File: src/logic/pmco_pkg.sv
// Purpose: shared constants and carriers for the pin-override, bus-address and
//          settings-checksum command block
// Assumes: a PMBus transaction layer decodes frames into one command per pulse
// Notes:   widths of the live settings are fixed; the crc covers a 20-byte image
package pmco_pkg;

    // command codes
    localparam logic [7:0] CMD_PIN_OVR = 8'hee;
    localparam logic [7:0] CMD_BUS_ADDR = 8'hef;
    localparam logic [7:0] CMD_CRC = 8'hf0;

    // positions of the override mask bits
    localparam int MB_VOUT = 0;
    localparam int MB_SWITCH_RATE_MASK_BIT = 1;
    localparam int MB_OC = 2;
    localparam int MB_TON = 3;
    localparam int MB_ILV = 5;
    localparam int MB_FOLLOW = 8;
    localparam int MB_COMP = 9;
    localparam int MB_SYNC = 11;
    localparam int MB_STACK = 12;

    // reserved target addresses that cannot be programmed
    localparam logic [6:0] RSV_ADDR0 = 7'h0c;
    localparam logic [6:0] RSV_ADDR1 = 7'h28;
    localparam logic [6:0] RSV_ADDR2 = 7'h37;
    localparam logic [6:0] RSV_ADDR3 = 7'h61;

    // reset values before the power-on load
    localparam logic [15:0] MASK_RST = 16'h0000;
    localparam logic [6:0] ADDR_RST = 7'h00;
    localparam logic [15:0] CRC_RST = 16'h0000;

    // checksum engine
    localparam logic [15:0] CRC_POLY = 16'h8005;
    localparam logic [15:0] CRC_INIT = 16'h0000;
    localparam int CRC_BYTES = 20;
    localparam int CRC_IMG_W = 160;

    typedef struct packed {
        logic [7:0] stack;
        logic [7:0] sync;
        logic [7:0] comp;
        logic [7:0] follow_addr;
        logic [7:0] phase_offset_setting;
        logic [7:0] soft_start_time;
        logic [7:0] oc_fault;
        logic [7:0] oc_warn;
        logic [7:0] switch_rate_mask_bit;
        logic [15:0] vout_cmd;
        logic [15:0] vout_scale;
        logic [15:0] vout_max;
        logic [15:0] vout_min;
    } pmco_settings_s;

    typedef struct packed {
        logic valid;
        logic write;
        logic [7:0] code;
        logic [15:0] wdata;
    } pmco_cmd_s;

    typedef struct packed {
        logic valid;
        logic nack;
        logic [15:0] data;
    } pmco_rsp_s;

    typedef enum logic [1:0] {
        ST_RESET = 2'b00,
        ST_LOAD = 2'b01,
        ST_CRC = 2'b11,
        ST_IDLE = 2'b10
    } pmco_boot_e;

    typedef struct packed {
        pmco_boot_e boot;
        pmco_settings_s strap;
        pmco_settings_s live;
        logic [15:0] mask;
        logic [6:0] addr;
        pmco_rsp_s rsp;
        logic match_valid;
        logic match;
        logic inval;
        logic [15:0] crc;
        logic crc_start;
        logic ready;
    } pmco_state_s;

    typedef struct packed {
        logic busy;
        logic [4:0] idx;
        logic [15:0] crc;
        logic done;
    } pmco_crc_state_s;

endpackage

File: src/logic/pmco_core.sv
// Purpose: pin-override mask, programmable bus target address and settings
//          checksum commands, plus power-on and restore loading of settings
// Assumes: a transaction layer presents one decoded command per valid pulse
//          and asks for an address match on each address phase
// Notes:   answers come one clock after the request
`timescale 1ns/100ps

// Summary of operation
// - set mask bit keeps the strapped value
// - setting straps sampled only at power-on load; strap_addr is read again on restore
// - bit 12 picks stack setting source
// - bit 11 picks sync setting source
// - bit 9 picks compensation setting source
// - bit 8 picks follower address source
// - bit 5 picks phase_offset_setting setting source
// - bit 3 picks soft-start time source
// - bit 2 picks both overcurrent limits
// - bit 1 picks switching frequency source
// - bit 0 picks the four voltage settings
// - mask uses code ee, word access
// - address uses code ef, byte access
// - checksum code f0 is read only
// - new address answers at once, old refused
// - address is bits 6:0, loaded at boot
// - address bit 7 always reads zero
// - reserved addresses cannot be programmed
// - checksum is crc-16 polynomial 8005
// - checksum refreshed at boot, store, restore
module pmco_core (
    // clock and reset
    input wire logic mclk,
    input wire logic arst_n,
    // nonvolatile image
    input wire pmco_pkg::pmco_settings_s nvm_settings,
    input wire logic [15:0] nvm_mask,
    input wire logic [6:0] nvm_addr,
    input wire logic nvm_addr_valid,
    // strap detection
    input wire pmco_pkg::pmco_settings_s strap_settings,
    input wire logic [6:0] strap_addr,
    // nonvolatile events
    input wire logic restore_req,
    input wire logic store_done,
    // command port
    input wire pmco_pkg::pmco_cmd_s cmd,
    output pmco_pkg::pmco_rsp_s rsp,
    // address match
    input wire logic addr_probe_valid,
    input wire logic [6:0] addr_probe,
    output logic addr_match_valid,
    output logic addr_match,
    // status
    input wire logic inval_clear,
    output logic inval_flag,
    // live settings
    output pmco_pkg::pmco_settings_s live_settings,
    output logic [6:0] bus_addr,
    output logic boot_ready
);

    pmco_pkg::pmco_state_s st_reg;
    pmco_pkg::pmco_state_s st_next;
    logic crc_done;
    logic [15:0] crc_val;
    logic [pmco_pkg::CRC_IMG_W-1:0] crc_image;
    logic load_req;
    logic rsv_hit;
    logic inval_set;

    // per-group source choice on power-up and restore
    function automatic pmco_pkg::pmco_settings_s pick(
        input logic [15:0] m,
        input pmco_pkg::pmco_settings_s nv,
        input pmco_pkg::pmco_settings_s pin
    );
        pmco_pkg::pmco_settings_s r;
        r = nv;
        if (m[pmco_pkg::MB_STACK]) begin
            r.stack = pin.stack;
        end
        if (m[pmco_pkg::MB_SYNC]) begin
            r.sync = pin.sync;
        end
        if (m[pmco_pkg::MB_COMP]) begin
            r.comp = pin.comp;
        end
        if (m[pmco_pkg::MB_FOLLOW]) begin
            r.follow_addr = pin.follow_addr;
        end
        if (m[pmco_pkg::MB_ILV]) begin
            r.phase_offset_setting = pin.phase_offset_setting;
        end
        if (m[pmco_pkg::MB_TON]) begin
            r.soft_start_time = pin.soft_start_time;
        end
        if (m[pmco_pkg::MB_OC]) begin
            r.oc_fault = pin.oc_fault;
            r.oc_warn = pin.oc_warn;
        end
        if (m[pmco_pkg::MB_SWITCH_RATE_MASK_BIT]) begin
            r.switch_rate_mask_bit = pin.switch_rate_mask_bit;
        end
        if (m[pmco_pkg::MB_VOUT]) begin
            r.vout_cmd = pin.vout_cmd;
            r.vout_scale = pin.vout_scale;
            r.vout_max = pin.vout_max;
            r.vout_min = pin.vout_min;
        end
        return r;
    endfunction

    // the checksum covers what is stored, not what is live
    assign crc_image = {nvm_settings, nvm_mask, 1'b0, nvm_addr};

    always_comb begin
        rsv_hit = 1'b0;
        if (cmd.wdata[6:0] == pmco_pkg::RSV_ADDR0) begin
            rsv_hit = 1'b1;
        end else if (cmd.wdata[6:0] == pmco_pkg::RSV_ADDR1) begin
            rsv_hit = 1'b1;
        end else if (cmd.wdata[6:0] == pmco_pkg::RSV_ADDR2) begin
            rsv_hit = 1'b1;
        end else if (cmd.wdata[6:0] == pmco_pkg::RSV_ADDR3) begin
            rsv_hit = 1'b1;
        end
    end

    assign load_req = (st_reg.boot == pmco_pkg::ST_CRC) || (st_reg.boot == pmco_pkg::ST_IDLE);

    always_comb begin
        st_next = st_reg;
        st_next.crc_start = 1'b0;
        st_next.rsp = '0;
        st_next.match_valid = 1'b0;
        st_next.match = 1'b0;
        inval_set = 1'b0;

        case (st_reg.boot)
            pmco_pkg::ST_RESET: begin
                st_next.boot = pmco_pkg::ST_LOAD;
            end
            pmco_pkg::ST_LOAD: begin
                // straps caught once, after reset release
                st_next.strap = strap_settings;
                st_next.live = pick(nvm_mask, nvm_settings, strap_settings);
                st_next.mask = nvm_mask;
                // initial address from store or strap
                st_next.addr = nvm_addr_valid ? nvm_addr : strap_addr;
                st_next.crc_start = 1'b1;
                st_next.boot = pmco_pkg::ST_CRC;
            end
            pmco_pkg::ST_CRC: begin
                if (crc_done) begin
                    st_next.crc = crc_val;
                    st_next.ready = 1'b1;
                    st_next.boot = pmco_pkg::ST_IDLE;
                end
            end
            default: begin
                st_next.ready = 1'b1;
            end
        endcase

        if (load_req && restore_req) begin
            // restore reuses the captured setting straps; only strap_addr is read again from the pins
            st_next.live = pick(nvm_mask, nvm_settings, st_reg.strap);
            st_next.mask = nvm_mask;
            st_next.addr = nvm_addr_valid ? nvm_addr : strap_addr;
        end
        if (load_req && (restore_req || store_done)) begin
            st_next.crc_start = 1'b1;
            st_next.boot = pmco_pkg::ST_CRC;
        end

        // compare against the address in force this cycle
        if (addr_probe_valid) begin
            st_next.match_valid = 1'b1;
            st_next.match = load_req && (addr_probe == st_reg.addr);
        end

        if (cmd.valid) begin
            st_next.rsp.valid = 1'b1;
            if (!load_req) begin
                st_next.rsp.nack = 1'b1;
            end else if (cmd.code == pmco_pkg::CMD_PIN_OVR) begin
                if (cmd.write) begin
                    // kept for readback only, loads take nvm_mask; no new strap sampling
                    st_next.mask = cmd.wdata;
                end else begin
                    st_next.rsp.data = st_reg.mask;
                end
            end else if (cmd.code == pmco_pkg::CMD_BUS_ADDR) begin
                if (cmd.write) begin
                    if (rsv_hit) begin
                        st_next.inval = 1'b1;
                        inval_set = 1'b1;
                    end else begin
                        st_next.addr = cmd.wdata[6:0];
                    end
                end else begin
                    st_next.rsp.data = {8'h00, 1'b0, st_reg.addr};
                end
            end else if (cmd.code == pmco_pkg::CMD_CRC) begin
                if (cmd.write) begin
                    st_next.rsp.nack = 1'b1;
                    st_next.inval = 1'b1;
                    inval_set = 1'b1;
                end else begin
                    st_next.rsp.data = st_reg.crc;
                end
            end else begin
                st_next.rsp.nack = 1'b1;
            end
        end

        // a new event in the clearing cycle wins, even when the flag already stands
        if (inval_clear && !inval_set) begin
            st_next.inval = 1'b0;
        end
    end

    always_ff @(posedge mclk or negedge arst_n) begin
        if (!arst_n) begin
            st_reg <= '0;
            st_reg.boot <= pmco_pkg::ST_RESET;
            st_reg.mask <= pmco_pkg::MASK_RST;
            st_reg.addr <= pmco_pkg::ADDR_RST;
            st_reg.crc <= pmco_pkg::CRC_RST;
        end else begin
            st_reg <= st_next;
        end
    end

    pmco_crc u_crc (
        .mclk(mclk),
        .arst_n(arst_n),
        .start(st_reg.crc_start),
        .image(crc_image),
        .done(crc_done),
        .crc(crc_val)
    );

    assign rsp = st_reg.rsp;
    assign addr_match_valid = st_reg.match_valid;
    assign addr_match = st_reg.match;
    assign inval_flag = st_reg.inval;
    assign live_settings = st_reg.live;
    assign bus_addr = st_reg.addr;
    assign boot_ready = st_reg.ready;
endmodule

File: src/logic/pmco_crc.sv
// Purpose: byte-serial crc-16 over the nonvolatile settings image
// Assumes: image is held stable from start until done
// Notes:   msb-first, no reflection, zero seed; one byte per clock
`timescale 1ns/100ps
module pmco_crc (
    // clock and reset
    input wire logic mclk,
    input wire logic arst_n,
    // control
    input wire logic start,
    input wire logic [pmco_pkg::CRC_IMG_W-1:0] image,
    // result
    output logic done,
    output logic [15:0] crc
);

    pmco_pkg::pmco_crc_state_s st_reg;
    pmco_pkg::pmco_crc_state_s st_next;
    logic [7:0] cur_byte;

    function automatic logic [15:0] crc_byte(input logic [15:0] c, input logic [7:0] b);
        logic [15:0] r;
        r = c ^ {b, 8'h00};
        for (int i = 0; i < 8; i++) begin
            r = r[15] ? ((r << 1) ^ pmco_pkg::CRC_POLY) : (r << 1);
        end
        return r;
    endfunction

    assign cur_byte = image[(pmco_pkg::CRC_BYTES - 1 - int'(st_reg.idx)) * 8 +: 8];

    always_comb begin
        st_next = st_reg;
        st_next.done = 1'b0;
        if (start) begin
            // a new start restarts the walk so a late store is never missed
            st_next.busy = 1'b1;
            st_next.idx = 5'h00;
            st_next.crc = pmco_pkg::CRC_INIT;
        end else if (st_reg.busy) begin
            st_next.crc = crc_byte(st_reg.crc, cur_byte);
            if (st_reg.idx == 5'(pmco_pkg::CRC_BYTES - 1)) begin
                st_next.busy = 1'b0;
                st_next.done = 1'b1;
            end else begin
                st_next.idx = st_reg.idx + 5'h01;
            end
        end
    end

    always_ff @(posedge mclk or negedge arst_n) begin
        if (!arst_n) begin
            st_reg <= '0;
        end else begin
            st_reg <= st_next;
        end
    end

    assign done = st_reg.done;
    assign crc = st_reg.crc;

endmodule

File: config.mk
export PLATFORM = sky130hd
export DESIGN_NAME = pmco_core
export DESIGN_NICKNAME = d
export VERILOG_FILES = /design/src/logic/pmco_pkg.sv /design/src/logic/pmco_core.sv /design/src/logic/pmco_crc.sv
export SDC_FILE = /design/constraint.sdc
export NUM_CORES = 1
export LEC_CHECK = 0
export BUFFER_PORTS_ARGS = -buffer_cell sky130_fd_sc_hd__buf_4
export CAP_MARGIN = 25
export CORE_MARGIN = 2
export CORE_UTILIZATION = 30
export DETAILED_ROUTE_END_ITERATION = 16
export PLACE_DENSITY = 0.63
export SYNTH_ARGS = -nofsm -noshare
export SYNTH_HDL_FRONTEND = slang
export SYNTH_SLANG_ARGS = --single-unit
export TNS_END_PERCENT = 100
File: constraint.sdc
create_clock -name mclk -period 6.8 [get_ports mclk]
set_clock_uncertainty 0.05 [all_clocks]
set_input_delay 0.68 -clock mclk [delete_from_list [all_inputs] [get_ports mclk]]
set_output_delay 0.68 -clock mclk [all_outputs]
set_load 0.005 [all_outputs]
==> results by group <==
Layout
  – Area grow syn2layout: 25.45%
  – Share of layout cells above drive strength 1: 30.18%
  – Fin nets: 2484
  – Final std cells w/o fill: 2955
  – Max FFs per register: 171
  – FILL cells: 5913

Floorplanning
  – Die Span Y: 251.6 um
  – Die Wd: 251.6 um
  – Core Footprint: 60470 um2
  – Die area: 63300 um2
  – Initial Util: 30.41%
  – Row cnt: 90
  – Ports: 507

Global routing
  – Total global-route track usage: 22.56%
  – Gr ovfl total: 0
  – Vias in the first global route: 15.66k
  – Initial antenna violation count: 9
  – Largest net degree at the start of global routing: 175
  – First-pass GRT wire length: 106400 um

Run status
  – Failing checks: hold timing
  – Status: complete, but fails checks

Clocking
  – Number of setup buffers added after CTS: 0
  – Root buffer cell: clkbuf_16
  – CTS tree: yes
  – Largest buffer count on any clock path: 3
  – Clock Latency Late Sink: 0.57 ns
  – Clk sinks: 359
  – Resized Gates After CTS: 0
  – Clock slew at reported path FFs: 0.06 ns
  – Hold bufs inserted after CTS: 0
  – CTS H-Tree Depth: 2
  – CTS buffer count: 43

Yosys
  – Mux contribution to synthesized area: 8.252%
  – Cell taking the most area after synthesis: dfrtp_1
  – Post-Synth Simple-Gate Area: 15.27%
  – Sequential cell area fraction in the yosys report: 48.85%
  – Post-synth top flop: dfrtp_1
  – Mean Syn Cell Area: 9.947 um2
  – Largest family of logic cells by synthesized area: compound AO/OA/AOI/OAI gates
  – Ys Warns: 0
  – Netlist cell types: 60
  – Post-Syn Area: 18390 um2
  – Synth Area in Compound Gates: 16.04%
  – Net count after synthesis: 2195
  – Post-synth top area share: 48.85%
  – Ys async rst share: 100.0%
  – Area contributors post-synth: dfrtp_1, nand2_1, a221o_1
  – Most frequent cells after synthesis: nand2_1, dfrtp_1, buf_4
  – Post-Synth XOR/XNOR Area: 1.857%
  – Synthesized instance count: 1849
  – Post-synthesis adder-cell area fraction: 0.2721%
  – EDFF count, synth: 0
  – Yosys reg bits: 359
  – Top-count cell post-synth: nand2_1

Routing
  – Via count: 15.53k
  – Starting DRC count in detailed routing: 1287
  – Antenna Nets Post-Route: 0
  – DRC Markers: 0
  – Drt first pass iters: 6
  – Vias per cell: 5.257
  – Routed len/inst: 24.65 um
  – Post-Route WL: 72850 um

Worst setup path
  – FF-to-FF path depth: 12
  – CP Max Fanout: 31
  – Endpoint class of the critical path: flip-flop
  – WS Path Type: reg2reg
  – CP arrival: 4.63 ns
  – Req. time, crit path: 7.20 ns
  – Startpoint type of the worst setup path: flip-flop

STA
  – Final setup violating endpoints: 0
  – Worst-margin pin slew: 1.077 ns
  – Tcrit/Tclk final: 62.24%
  – Final slew viol count: 0
  – Final WS setup: 2.568 ns
  – Min cycle time layout: 4.232 ns
  – Fin. Hold Viols: 1
  – Setup TNS: 0 ns
  – Worst slew margin: 28.21%
  – Peak Freq: 0.2363 GHz
  – Worst hold slack: -0.001811 ns
  – Unrepaired setup endpoints after global routing: false

Pwr
  – Leakage power total: 0.01101 uW
  – Maximum VDD drop: 0.1514 mV
  – Power density over the cells: 245.7 nW/um2

Placement
  – RePlAce Congestion: 0.8862
  – Placed cell count: 2875
  – I/O Buffers: 506
  – DP Worst Slack: 2.607 ns
  – Hpwl dp: 53780 um

Min path
  – Hold Path Class: in2async

Job
  – Max-cap violations: 0
[stage by stage]
step	area [um2]	total power (uW)	hold WS, ns	util (%)
6_report	23070	5668	-0.001811	38.15
5_1_grt	23070	5910	0.02050	38.15
3_3_place_gp	21670	3393	0.4062	35.84
2_1_floorplan	18390	2957	0.3344	-
3_5_place_dp	21670	3411	0.4121	35.84
4_1_cts	23060	5740	0.01236	38.14
[report_power, final]
part           internal, uW  total (uW)  leakage [uW]  switching [uW]
clock network          1330        2300      0.000677             972
registers              2300        2430       0.00438             130
logic                   484         936       0.00595             452
[path summary, 6_finish.rpt]
check / start / to / slack, ns
setup / recovery: u_crc.st_reg[19] / u_crc.crc[15] / 2.57
hold / removal: arst_n / live_settings[40] / -0.002
setup reg to reg: u_crc.st_reg[19] / u_crc.crc[15] / 2.57
hold reg to reg: st_reg[280] / st_reg[280] / 0.42
max in group asynchronous: arst_n / st_reg[50] / 5.32
min in group mclk: addr_probe_valid / addr_match_valid / 0.19
[logic make-up after synthesis]
group	after synthesis
multiplexers	102
adder cells (fa/ha/maj)	4
AND/OR/NAND/NOR	711
flip-flops	359
AO/OA/AOI/OAI	355
buffers and inverters	287
XOR/XNOR	31
[worst max-delay path: stages, from the launching register on]
cell and delay [ns]:
dfrtp_2 0.84, inv_2 0.18, ha_1 0.25, ha_1 0.45, nor3b_1 0.54, nand3_1 0.15, o221ai_1 0.13, xor2_1 0.30
xor3_1 0.41, xnor2_1 0.36, nor3b_1 0.25, mux2i_1 0.10, o311ai_1 0.09
[cell type report]
class | instances | area [um2] | area share, %
Antenna cell | 3 | 7.507 | 0.03254
Clock buffer | 57 | 1209 | 5.239
Inverter | 8 | 30.03 | 0.1302
Sequential cell | 359 | 8987 | 38.95
Clock inverter | 20 | 181.4 | 0.7863
Multi-Input combinational cell | 1203 | 7720 | 33.46
Timing Repair Buffer | 523 | 3959 | 17.16
Tap cell | 782 | 978.4 | 4.241
[layout by cell type (no fill, tap or decap), drive strengths merged, types with 11 or more instances in the layout]
cell / netlist / final
nand2: 584 / 584
buf: 185 / 523
dfrtp: 359 / 359
a21boi: 136 / 136
a221o: 136 / 136
nor2: 70 / 70
clkbuf: 94 / 57
mux2i: 53 / 53
mux4: 35 / 35
o21ai: 32 / 32
xnor2: 17 / 17
nand3: 15 / 15
mux2: 14 / 14
xor2: 12 / 12
a22oi: 11 / 11
inv: 8 / 11
[per-layer routing]
metal,global-route usage (%),wire (um),part of all wire [%]
met2,37.01,34980,48
met5,0,35,0.048
met4,8.776,2957,4.1
met3,5.117,5256,7.2
met1,28.93,29610,41
Note: power is estimated with default switching activity, not from simulation.
